## src/ebs_pkg.sv

```systemverilog
// constants and types of the external bus strobe block
package ebs_pkg;

  // register byte offsets
  localparam logic [7:0] EBS_OFF_CFG = 8'h00;
  localparam logic [7:0] EBS_OFF_CFGB = 8'h04;
  localparam logic [7:0] EBS_OFF_PORT = 8'h08;
  localparam logic [7:0] EBS_OFF_EXTP = 8'h0c;
  localparam logic [7:0] EBS_OFF_STAT = 8'h10;

  // chip_config_reg fields
  localparam int CFG_WR_LOW = 0;
  localparam int CFG_WIDTH = 1;
  localparam int CFG_UP_WRH = 2;
  localparam int CFG_WR_EN = 3;
  localparam int CFG_UP_EN = 4;
  localparam int CFG_RDY_EN = 5;
  localparam int CFG_RD_EN = 6;
  localparam int CFG_ADV_EN = 7;
  localparam int CFG_WAIT_LO = 8;
  localparam int CFG_W = 10;

  // chip_config_reg_b fields
  localparam int CFGB_WIDTH = 2;
  localparam int CFGB_WAIT_HI = 3;
  localparam int CFGB_W = 4;

  // port register fields
  localparam int PORT_PIN_WR = 0;
  localparam int PORT_PIN_UP = 1;
  localparam int PORT_PIN_RD = 2;
  localparam int PORT_PIN_ADV = 3;
  localparam int PORT_AD_LSB = 16;

  // extended port register fields
  localparam int EXTP_SEL_LSB = 8;
  localparam int EXT_ADDR_LINES = 4;
  localparam int EXT_ADDR_LSB = 16;

  // status register fields
  localparam int STAT_BUSY = 0;
  localparam int STAT_GRANT = 1;
  localparam int STAT_IRQ = 2;
  localparam int STAT_WAIT_LSB = 3;
  localparam int STAT_READY = 6;

  // reset values
  localparam logic [CFG_W-1:0] CFG_RST = 10'h002;
  localparam logic [CFGB_W-1:0] CFGB_RST = 4'h0;
  localparam logic [3:0] PINS_RST = 4'hf;
  localparam logic [15:0] AD_PORT_RST = 16'hffff;
  localparam logic [7:0] EXT_OUT_RST = 8'hff;
  localparam logic [3:0] EXT_SEL_RST = 4'h0;

  typedef enum logic [1:0] {ST_IDLE, ST_ADDR, ST_DATA, ST_WAIT} ebs_state_e;

endpackage

```

## src/ebs_strobes.sv

```systemverilog
// external bus controller: strobes, byte lanes, wait states and pins
//
// Overview of operation
// config picks full write strobe or low-lane strobe; otherwise plain port pin.
// full write-strobe mode drives strobe low on every external write.
// low-lane mode drives strobe low only when an even byte is stored.
// write strobe only in external write cycles, never internal accesses.
// byte-enable mode: low A0=0/sel=1, high A0=1/sel=0, both 0/0.
// high-lane write mode drives pin low writing an odd address.
// upper-lane pin valid only in 16-bit cycles; plain port pin otherwise.
// ready low before clock-out fall inserts waits until rising edge with ready.
// ready high means external cycles run without wait states.
// ready ignored when no external access is in progress.
// wait states per cycle limited by fields of both config registers.
// address/data on two 8-bit open-drain ports, strongly driven on bus use.
// A16-A19 on extended port, each pin address line or plain I/O.
// active-low output shows a pending interrupt needs the bus.
// dynamic width: width input low gives 8-bit, high gives 16-bit cycle.
// read strobe only in external read cycles; otherwise plain port pin.
// address-valid strobe goes inactive high at end of each cycle.
// hold grant output shows bus released after a hold request.
// wait count per cycle ends the cycle at the maximum, ready ignored.
// memory pulls ready low before clock-out falls when it needs time.
`timescale 1ns/1ns
`default_nettype none
module ebs_strobes
  import ebs_pkg::*;
(
  input wire logic CORE_CLK,
  input wire logic RESETN,
  input wire logic PSEL,
  input wire logic PENABLE,
  input wire logic PWRITE,
  input wire logic [7:0] PADDR,
  input wire logic [31:0] PWDATA,
  output logic [31:0] PRDATA,
  output logic PREADY,
  output logic PSLVERR,
  input wire logic XREQ,
  input wire logic XEXT,
  input wire logic XWRITE,
  input wire logic XWORD,
  input wire logic [19:0] XADDR,
  input wire logic [15:0] XWDATA,
  output logic XREADY,
  output logic XACK,
  output logic [15:0] XRDATA,
  output logic HALF_RATE_CLK_OUT,
  output logic WRITE_STROBE_N,
  output logic UPPER_LANE_SELECT_N,
  output logic READ_STROBE_N,
  output logic ADDR_VALID_N,
  input wire logic READY,
  input wire logic BUS_WIDTH,
  input wire logic [15:0] AD_IN,
  output logic [15:0] AD_OUT,
  output logic [15:0] AD_OE_N,
  output logic [7:0] EXT_PORT_OUT,
  input wire logic HOLD_REQ_N,
  output logic HOLD_GRANT_N,
  input wire logic IRQ_NEEDS_BUS,
  output logic IRQ_BUS_NEED_N
);

  typedef struct packed {
    ebs_state_e st;
    logic div;
    logic [CFG_W-1:0] cfg;
    logic [CFGB_W-1:0] cfgb;
    logic [3:0] pins;
    logic [15:0] ad_port;
    logic [7:0] ext_out;
    logic [EXT_ADDR_LINES-1:0] ext_sel;
    logic [2:0] wait_cnt;
    logic [2:0] last_wait;
    logic rdy_low;
    logic wr;
    logic word;
    logic w16;
    logic [19:0] addr;
    logic [15:0] wdata;
    logic [15:0] rdata;
    logic ack;
    logic grant;
    logic irq;
    logic [31:0] prdata;
    logic perr;
    logic wr_n;
    logic up_n;
    logic rd_n;
    logic adv_n;
    logic [15:0] ad_out;
    logic [15:0] ad_oe_n;
    logic [7:0] ext_pins;
  } ebs_st_s;

  ebs_st_s s;
  ebs_st_s next_s;

  // cycle width from the two config bits and the width input
  function automatic logic width16(input logic [CFG_W-1:0] c, input logic [CFGB_W-1:0] cb,
                                   input logic bw);
    if (c[CFG_WIDTH] && cb[CFGB_WIDTH])
      width16 = bw;
    else
      width16 = c[CFG_WIDTH];
  endfunction

  // upper lane touched by this access
  function automatic logic upper_lane(input logic w16, input logic word, input logic a0);
    upper_lane = w16 && (word || a0);
  endfunction

  logic rise;
  logic start;
  logic finish;
  logic bus_act;
  logic strobe;
  logic [2:0] wait_max;
  logic [31:0] rd_mux;
  logic unmapped;

  always_comb
  begin
    next_s = s;
    next_s.ack = 1'b0;
    next_s.div = ~s.div;
    rise = ~s.div;
    finish = 1'b0;
    wait_max = {s.cfgb[CFGB_WAIT_HI], s.cfg[CFG_WAIT_LO+1:CFG_WAIT_LO]};
    next_s.irq = IRQ_NEEDS_BUS;
    unmapped = !(PADDR == EBS_OFF_CFG || PADDR == EBS_OFF_CFGB || PADDR == EBS_OFF_PORT
                 || PADDR == EBS_OFF_EXTP || PADDR == EBS_OFF_STAT);
    rd_mux = 32'h0;
    unique case (PADDR)
      EBS_OFF_CFG: rd_mux[CFG_W-1:0] = s.cfg;
      EBS_OFF_CFGB: rd_mux[CFGB_W-1:0] = s.cfgb;
      EBS_OFF_PORT: rd_mux = {s.ad_port, 12'h000, s.pins};
      EBS_OFF_EXTP: rd_mux = {20'h00000, s.ext_sel, s.ext_out};
      EBS_OFF_STAT:
      begin
        rd_mux[STAT_BUSY] = s.st != ST_IDLE;
        rd_mux[STAT_GRANT] = s.grant;
        rd_mux[STAT_IRQ] = s.irq;
        rd_mux[STAT_WAIT_LSB+2:STAT_WAIT_LSB] = s.last_wait;
        rd_mux[STAT_READY] = READY;
      end
      default: rd_mux = 32'h0;
    endcase
    if (PSEL && !PENABLE)
    begin
      next_s.prdata = PWRITE ? 32'h0 : rd_mux;
      next_s.perr = unmapped;
    end
    if (PSEL && PENABLE && PWRITE)
    begin
      unique case (PADDR)
        EBS_OFF_CFG: next_s.cfg = PWDATA[CFG_W-1:0];
        EBS_OFF_CFGB: next_s.cfgb = PWDATA[CFGB_W-1:0];
        EBS_OFF_PORT:
        begin
          next_s.pins = PWDATA[3:0];
          next_s.ad_port = PWDATA[PORT_AD_LSB+15:PORT_AD_LSB];
        end
        EBS_OFF_EXTP:
        begin
          next_s.ext_out = PWDATA[7:0];
          next_s.ext_sel = PWDATA[EXTP_SEL_LSB+EXT_ADDR_LINES-1:EXTP_SEL_LSB];
        end
        default: next_s.perr = s.perr;
      endcase
    end
    // hold grant
    if (HOLD_REQ_N)
      next_s.grant = 1'b0;
    else if (s.st == ST_IDLE && rise)
      next_s.grant = 1'b1;
    start = XREQ && s.st == ST_IDLE && rise && !s.grant && HOLD_REQ_N;
    unique case (s.st)
      ST_IDLE:
      begin
        if (start)
        begin
          next_s.wr = XWRITE;
          next_s.word = XWORD;
          next_s.addr = XADDR;
          next_s.wdata = XWDATA;
          next_s.wait_cnt = 3'h0;
          next_s.rdy_low = 1'b0;
          // cycle width
          next_s.w16 = width16(s.cfg, s.cfgb, BUS_WIDTH);
          // internal access
          if (XEXT)
            next_s.st = ST_ADDR;
          else
            next_s.ack = 1'b1;
        end
      end
      ST_ADDR:
      begin
        if (rise)
          next_s.st = ST_DATA;
      end
      ST_DATA:
      begin
        // ready sampled in data
        if (!rise)
          next_s.rdy_low = s.cfg[CFG_RDY_EN] && !READY;
        else if (s.rdy_low && wait_max != 3'h0)
        begin
          next_s.st = ST_WAIT;
          next_s.wait_cnt = 3'h1;
        end
        else
          // no wait inserted
          finish = 1'b1;
      end
      ST_WAIT:
      begin
        if (rise)
        begin
          // wait limit
          if (READY || s.wait_cnt == wait_max)
            finish = 1'b1;
          else
            next_s.wait_cnt = s.wait_cnt + 3'h1;
        end
      end
    endcase
    if (finish)
    begin
      next_s.st = ST_IDLE;
      next_s.ack = 1'b1;
      next_s.last_wait = s.wait_cnt;
      if (s.wr)
        next_s.rdata = s.rdata;
      else if (s.w16 && s.word)
        next_s.rdata = AD_IN;
      else if (s.w16 && s.addr[0])
        next_s.rdata = {8'h00, AD_IN[15:8]};
      else
        next_s.rdata = {8'h00, AD_IN[7:0]};
    end
    bus_act = next_s.st != ST_IDLE;
    strobe = next_s.st == ST_DATA || next_s.st == ST_WAIT;
    // address valid ends with cycle
    next_s.adv_n = s.cfg[CFG_ADV_EN] ? !bus_act : s.pins[PORT_PIN_ADV];
    // read strobe
    next_s.rd_n = s.cfg[CFG_RD_EN] ? !(strobe && !next_s.wr) : s.pins[PORT_PIN_RD];
    // write pin function
    if (!s.cfg[CFG_WR_EN])
      next_s.wr_n = s.pins[PORT_PIN_WR];
    else if (s.cfg[CFG_WR_LOW])
      // low-lane store
      next_s.wr_n = !(strobe && next_s.wr && (!next_s.addr[0] || (next_s.w16 && next_s.word)));
    else
      // full write strobe
      next_s.wr_n = !(strobe && next_s.wr);
    // upper pin function
    if (!s.cfg[CFG_UP_EN])
      next_s.up_n = s.pins[PORT_PIN_UP];
    else if (s.cfg[CFG_UP_WRH])
      // high-lane store
      next_s.up_n = !(strobe && next_s.wr
                      && upper_lane(next_s.w16, next_s.word, next_s.addr[0]));
    else
      // upper lane select
      next_s.up_n = !(bus_act && upper_lane(next_s.w16, next_s.word, next_s.addr[0]));
    // address/data ports
    if (next_s.st == ST_ADDR)
    begin
      next_s.ad_out = next_s.addr[15:0];
      next_s.ad_oe_n = 16'h0000;
    end
    else if (strobe && next_s.wr)
    begin
      if (!next_s.w16)
      begin
        next_s.ad_out = {8'hff, next_s.wdata[7:0]};
        next_s.ad_oe_n = 16'hff00;
      end
      else if (!next_s.word && next_s.addr[0])
      begin
        next_s.ad_out = {next_s.wdata[7:0], next_s.wdata[7:0]};
        next_s.ad_oe_n = 16'h0000;
      end
      else
      begin
        next_s.ad_out = next_s.wdata;
        next_s.ad_oe_n = 16'h0000;
      end
    end
    else if (strobe || next_s.grant)
    begin
      next_s.ad_out = 16'hffff;
      next_s.ad_oe_n = 16'hffff;
    end
    else
    begin
      // open drain: only zeros are driven
      next_s.ad_out = next_s.ad_port;
      next_s.ad_oe_n = next_s.ad_port;
    end
    // extended address lines
    next_s.ext_pins = next_s.ext_out;
    for (int i = 0; i < EXT_ADDR_LINES; i++)
    begin
      if (next_s.ext_sel[i] && bus_act)
        next_s.ext_pins[i] = next_s.addr[EXT_ADDR_LSB+i];
    end
  end

  always_ff @(posedge CORE_CLK or negedge RESETN)
  begin
    if (!RESETN)
    begin
      s <= '0;
      s.st <= ST_IDLE;
      s.cfg <= CFG_RST;
      s.cfgb <= CFGB_RST;
      s.pins <= PINS_RST;
      s.ad_port <= AD_PORT_RST;
      s.ext_out <= EXT_OUT_RST;
      s.ext_sel <= EXT_SEL_RST;
      s.wr_n <= 1'b1;
      s.up_n <= 1'b1;
      s.rd_n <= 1'b1;
      s.adv_n <= 1'b1;
      s.ad_out <= AD_PORT_RST;
      s.ad_oe_n <= AD_PORT_RST;
      s.ext_pins <= EXT_OUT_RST;
    end
    else
      s <= next_s;
  end

  assign PRDATA = s.prdata;
  assign PREADY = PENABLE;
  assign PSLVERR = PSEL && PENABLE && s.perr;
  assign XREADY = s.st == ST_IDLE && !s.div && !s.grant && HOLD_REQ_N;
  assign XACK = s.ack;
  assign XRDATA = s.rdata;
  assign HALF_RATE_CLK_OUT = s.div;
  assign WRITE_STROBE_N = s.wr_n;
  assign UPPER_LANE_SELECT_N = s.up_n;
  assign READ_STROBE_N = s.rd_n;
  assign ADDR_VALID_N = s.adv_n;
  assign AD_OUT = s.ad_out;
  assign AD_OE_N = s.ad_oe_n;
  assign EXT_PORT_OUT = s.ext_pins;
  assign HOLD_GRANT_N = !s.grant;
  // interrupt needs bus
  assign IRQ_BUS_NEED_N = !s.irq;

endmodule
`default_nettype wire

```

## config.mk

```make
export PLATFORM = sky130hd
export DESIGN_NAME = ebs_strobes
export DESIGN_NICKNAME = d
export VERILOG_FILES = /design/src/ebs_pkg.sv /design/src/ebs_strobes.sv
export SDC_FILE = /design/constraint.sdc
export NUM_CORES = 1
export LEC_CHECK = 0
export ABC_AREA = 1
export ABC_CLOCK_PERIOD_IN_PS = 1700
export BUFFER_PORTS_ARGS = -buffer_cell sky130_fd_sc_hd__buf_4
export CAP_MARGIN = 10
export CORE_MARGIN = 10
export CORE_UTILIZATION = 49
export CTS_CLUSTER_SIZE = 28
export DETAILED_ROUTE_END_ITERATION = 7
export GPL_ROUTABILITY_DRIVEN = 0
export PLACE_DENSITY = 0.77
export SLEW_MARGIN = 20
export SYNTH_ARGS = -nofsm -noshare
export SYNTH_HDL_FRONTEND = slang
export SYNTH_SLANG_ARGS = --single-unit
```

## constraint.sdc

```tcl
create_clock -name CORE_CLK -period 1.7 [get_ports CORE_CLK]
set_clock_uncertainty 0.2 [all_clocks]
set_input_delay 0.34 -clock CORE_CLK [delete_from_list [all_inputs] [get_ports CORE_CLK]]
set_output_delay 0.34 -clock CORE_CLK [all_outputs]
set_load 0.1 [all_outputs]
```

* Word-level counts from Yosys, hierarchy flattened
Cells that the tools add are included.
** Word-level totals
- Register bits after elaboration :: 191
- Input port bits :: 105
- Word-level logic and storage cells :: 174
** Cells by class
- Add/sub/neg operators :: 1
- Eq/ne operators :: 18
- Muxes and demuxes :: 57
- Bitwise gates (word level) :: 2
- Reductions and logical operators :: 67
** Operators with widths (count)
- $mux 32 :: 6
- $pmux 22 s2 :: 1
- $mux 40 :: 1
- $mux 39 :: 1
- $mux 16 :: 2
- $logic_and 1x1->1 :: 29
- $mux 28 :: 1
- $mux 1 :: 25
- $pmux 4 s5 :: 1
- $pmux 3 s3 :: 2
- $eq 8x4->1 const B :: 2
- $logic_not 1->1 :: 15
- $mux 3 :: 5
- $ne 2x2->1 const B :: 7
- $mux 12 :: 1
- $mux 2 :: 6
- $logic_or 1x1->1 :: 9
- $eq 2x2->1 const B :: 4
- $eq 8x3->1 const B :: 1
- $eq 8x5->1 const B :: 1
- $logic_not 8->1 :: 1
- $mux 8 :: 1
- $reduce_and 2->1 :: 4
- $pmux 2 s3 :: 1
- 12 further kinds :: 18

* Logic depth before layout (Yosys ltp)
- Depth after elaboration :: 15
- Depth in mapped cells :: 14
- Depth with buffers taken out :: 13

* Least setup slack after synthesis
Ideal clock, no wire load.
- Kind :: flip-flop to flip-flop
- Start :: register s[78] (netlist bit)
- End :: register s (netlist bit AD_OUT[13])
- Setup time :: 0.060 ns
- Arrival :: 2.387 ns
- Setup slack :: -0.947 ns
- Cell stages (with the launch flop) :: 14
- Path buffers :: 2
- Clock period less this slack :: 2.647 ns
- Cell sequence :: dfrtp_1 inv_1 nand2_1 nor2_4 buf_4 nand3b_1 nand2_1 buf_4 nand3_1 nand3_1 nand2_1 nand2_1 nand2_1 nand2_1
** RTL lines
- start, declared :: RTL line ebs_strobes.sv:97 : ebs_st_s s;
- start signal, assigned :: RTL line ebs_strobes.sv:334 : s <= next_s;

==> results.py <==
metrics = {
    "timing": {
        "worst_pin_slew_ns": 0.5684,
        "max_freq_mhz": 433.5,
        "slew_headroom_pct": 62.07,
        "hold_violations": 0,
        "layout_min_cycle_time_ns": 2.307,
        "fin_tns_setup_ns": -36.73,
        "setup_viol": 145,
        "setup_slack_ns": -0.6068,
        "slew_viol_final": 0,
        "min_period_over_period_pct": 135.7,
        "rsz0062_at_grt": "true",
    },
    "pwr": {
        "ir_drop_uv": 1480,
        "p_seq_share_pct": 31.5,
        "power.leakage_nw": 6.603,
        "clkPwrFrac_pct": 19.0,
        "power_density_nw_per_um2": 1496,
        "switching_share_pct": 45.11,
        "p_sw_mw": 9.302,
        "comb_power_share_pct": 49.5,
        "finalPower_mw": 20.62,
        "power.internal_mw": 11.32,
    },
    "clock_network": {
        "cts_buffers": 17,
        "cts.clk_slew.worst_paths_ns": 0.07,
        "cts-root-buf": "clkbuf_16",
        "cts_tree": "built",
        "clock_sinks": 183,
        "clk_latency_ns": 0.44,
        "clk_path_buf_depth": 2,
        "cts_max_level": 4,
    },
    "yosys": {
        "synth.avg_cell_area_um2": 8.814,
        "synthCells": 999,
        "async_reset_ff_share_pct": 100.0,
        "synth_warnings": 0,
        "synth_mux_area_share_pct": 0.9095,
        "synth-adder-area-share_pct": 0.1421,
        "synth_top_cell_by_area": "dfrtp_1",
        "synth_top_family_by_area": "simple AND/OR/NAND/NOR gates",
        "synth_xor_area_share_pct": 0.1989,
        "ys_seq_elements": 183,
        "synth_compound_area_share_pct": 9.052,
        "syn_area_um2": 8805,
        "synth_edf_count": 0,
        "synthFlopType": "dfrtp_1",
        "synth.top_cell.area_share_pct": 32.40,
        "synth.top_cells.by_area": "dfrtp_1, dfstp_2, nand2_1",
        "ys_seq_area_share_pct": 52.99,
        "yosysUniqueCellTypes": 44,
        "yosys.area_share.simple_pct": 22.91,
    },
    "cells_and_area": {
        "final_core_util_pct": 78.87,
        "design_area_um2": 13780,
        "area_delta_synth_final_pct": 56.56,
        "n_antenna_cell": 0,
        "layout-drive-gt1-share_pct": 49.85,
        "nets": 1403,
    },
    "worst_setup_path": {
        "end_kind": "register",
        "critPathArrivalTime_ns": 2.47,
        "start_kind": "register",
        "path_cells": "nor2_4, nand2_2, nor2_4, buf_6, nand2_8, buf_12, buf_12, nand2_4, nand2_2, nand2_1, nand3_1, nand2_1, nand2_1, nand2_1, nand2_2",
        "cp_slowest_stage_delay_ns": 0.45,
        "cp.required_ns": 1.87,
        "ff2ff_path_depth": 15,
        "worst-path-stages": 15,
        "worstSetupPathType": "reg -> reg",
        "path_buf_inv": 3,
        "path_max_fanout": 8,
        "cpMostUsedCell": "nand2_1",
        "cp_slowest_cell": "dfrtp_1",
        "cp_top_family": "simple AND/OR/NAND/NOR gates",
    },
    "run": {
        "maxCapViolations": 0,
    },
    "status": {
        "violations": "setup timing",
        "status": "finished, violations left",
    },
    "die": {
        "die_h_um": 154.0,
        "start_util_pct": 50.38,
        "dieArea_um2": 23730,
        "fp-row-count": 48,
        "chipWidth_um": 154.0,
        "pin_count": 204,
        "core_um2": 17480,
    },
    "global_route": {
        "track_usage_pct": 23.92,
        "grt_pass1_vias": 8415,
        "antenna_found_initial": 0,
        "grt_max_degree": 58,
        "grt.overflow.total": 0,
        "grt_pass1_wl_um": 45260,
    },
    "drt": {
        "dr.pass1.iters": 6,
        "drc": 0,
        "drt_iter0_drc": 951,
        "dr_total_vias": 8522,
        "wl_um": 33460,
        "routedWlPerCell_um": 21.79,
        "ant_nets": 0,
        "viasPerCell": 5.552,
    },
    "place": {
        "io_buffers": 195,
        "post_dp_cell_area_um2": 10850,
        "pre_cts_slack_ns": -0.4085,
        "hpwl_um": 19200,
    },
    "worst_hold_path": {
        "worstHoldPathType": "in -> reg",
        "holdPathStages": 4,
    },
}
[per-layer routing]
metal  vias to the layer above  global-route usage (%)  routed length, um
met5                         -                       0                  0
met4                         0                   10.71               1773
met3                       136                   5.021               2236
met2                       484                   43.36              17630
met1                      4189                   26.17              11820
li1                       3713                       -                  -
[worst register-to-register path: cells and delay by family, from the launching register on]
kind | cells | cell delay [ns]
and+or+nand+nor | 12 | 1.13
buffers and inverters | 3 | 0.45
DFF | 1 | 0.45
[Yosys cell counts, types with 2 or more instances]
master	count
a31oi_1	2
nand2_2	5
a32o_1	18
a21oi_1	20
nor2_2	2
nor2_4	4
nand3b_1	9
nand3_2	3
o21ai_2	2
buf_4	98
nand2_4	3
buf_2	13
nand2_1	284
inv_1	86
nand4_1	6
dfstp_2	69
buf_6	2
mux2i_1	8
nor3b_1	2
or2_0	4
o21ai_1	3
o21ai_0	74
dfrtp_1	114
or2_2	3
a22o_1	6
nand4_4	2
nand3_1	65
nor2_1	64
clkbuf_1	10
inv_2	4
[layout make-up]
| cell class | count | area, um2 |
|---|---|---|
| clock inverter | 14 | 138.9 |
| tap | 225 | 281.5 |
| timing repair buffer | 399 | 4105 |
| multi-input combinational | 605 | 3781 |
| sequential | 183 | 4669 |
| fill | 982 | 3692 |
| clock buffer | 18 | 429.2 |
| inverter | 91 | 379.1 |
[what timing repair did]
item,4_1_cts,5_1_grt
pin swaps,14,41
cloned,5,4
buffers inserted,26,32
hold buffers,43,0
setup endpoints to repair,128,159
gates resized for setup,220,194
hold endpoints to repair,159,0
[metrics by stage]
stage / cells / hold WS [ns]
finish: 1535 / 0.02125
global route: 1535 / 0.02116
CTS: 1510 / 0.001872
detailed placement: 1407 / 0.003844
global placement: 1407 / 0.002376
floorplan: 1002 / -0.1556
[power by group through the flow]
stage / clock (mW) / sequential [mW] / combinational (mW)
after floorplan: 0 / 6.04 / 6.12
after global placement: 0 / 6.05 / 7.53
after detailed placement: 0 / 6.08 / 7.63
after CTS: 3.90 / 6.23 / 8.95
after global routing: 4.15 / 6.54 / 10.6
final: 3.92 / 6.49 / 10.2
[registers in the layout, summed over array words and instances (netlist names)]
signal / flops
s: 94
PRDATA: 28
AD_OE_N: 16
AD_OUT: 16
XRDATA: 16
EXT_PORT_OUT: 7
ADDR_VALID_N: 1
HALF_RATE_CLK_OUT: 1
READ_STROBE_N: 1
UPPER_LANE_SELECT_N: 1
WRITE_STROBE_N: 1
XACK: 1
[logic make-up (layout without fill, tap and decap cells)]
kind of cell             Yosys count  in the layout
AO/OA/AOI/OAI                    130            130
AND/OR/NAND/NOR                  458            460
adder cells (fa/ha/maj)            1              1
buffers and inverters            216            522
flip-flops                       183            183
XOR/XNOR                           2              2
multiplexers                       8              8
other                              1              4
[layout by cell type (no fill, tap or decap), types with 33 or more instances in the layout]
master,synthesis,layout
nand3_1,65,40
nand2_1,284,203
nand2_4,3,36
dfrtp_1,114,113
nand2_2,5,51
buf_6,2,33
buf_12,0,63
nor2_1,64,51
inv_1,86,73
buf_4,98,252
dfstp_2,69,69
dlygate4sd3_1,0,43
o21ai_0,74,44
[final timing paths]
| check | endpoint | start | slack (ns) |
|---|---|---|---|
| min in group asynchronous | XRDATA[4] | RESETN | 0.12 |
| min | s[113] | XADDR[1] | 0.02 |
| max | AD_OUT[15] | s[190] | -0.61 |
| max reg2reg | AD_OUT[15] | s[190] | -0.61 |
| max in group asynchronous | AD_OE_N[13] | RESETN | 0.55 |
| min reg2reg | s[117] | s[117] | 0.29 |
Note: power is estimated with default switching activity, not from simulation.
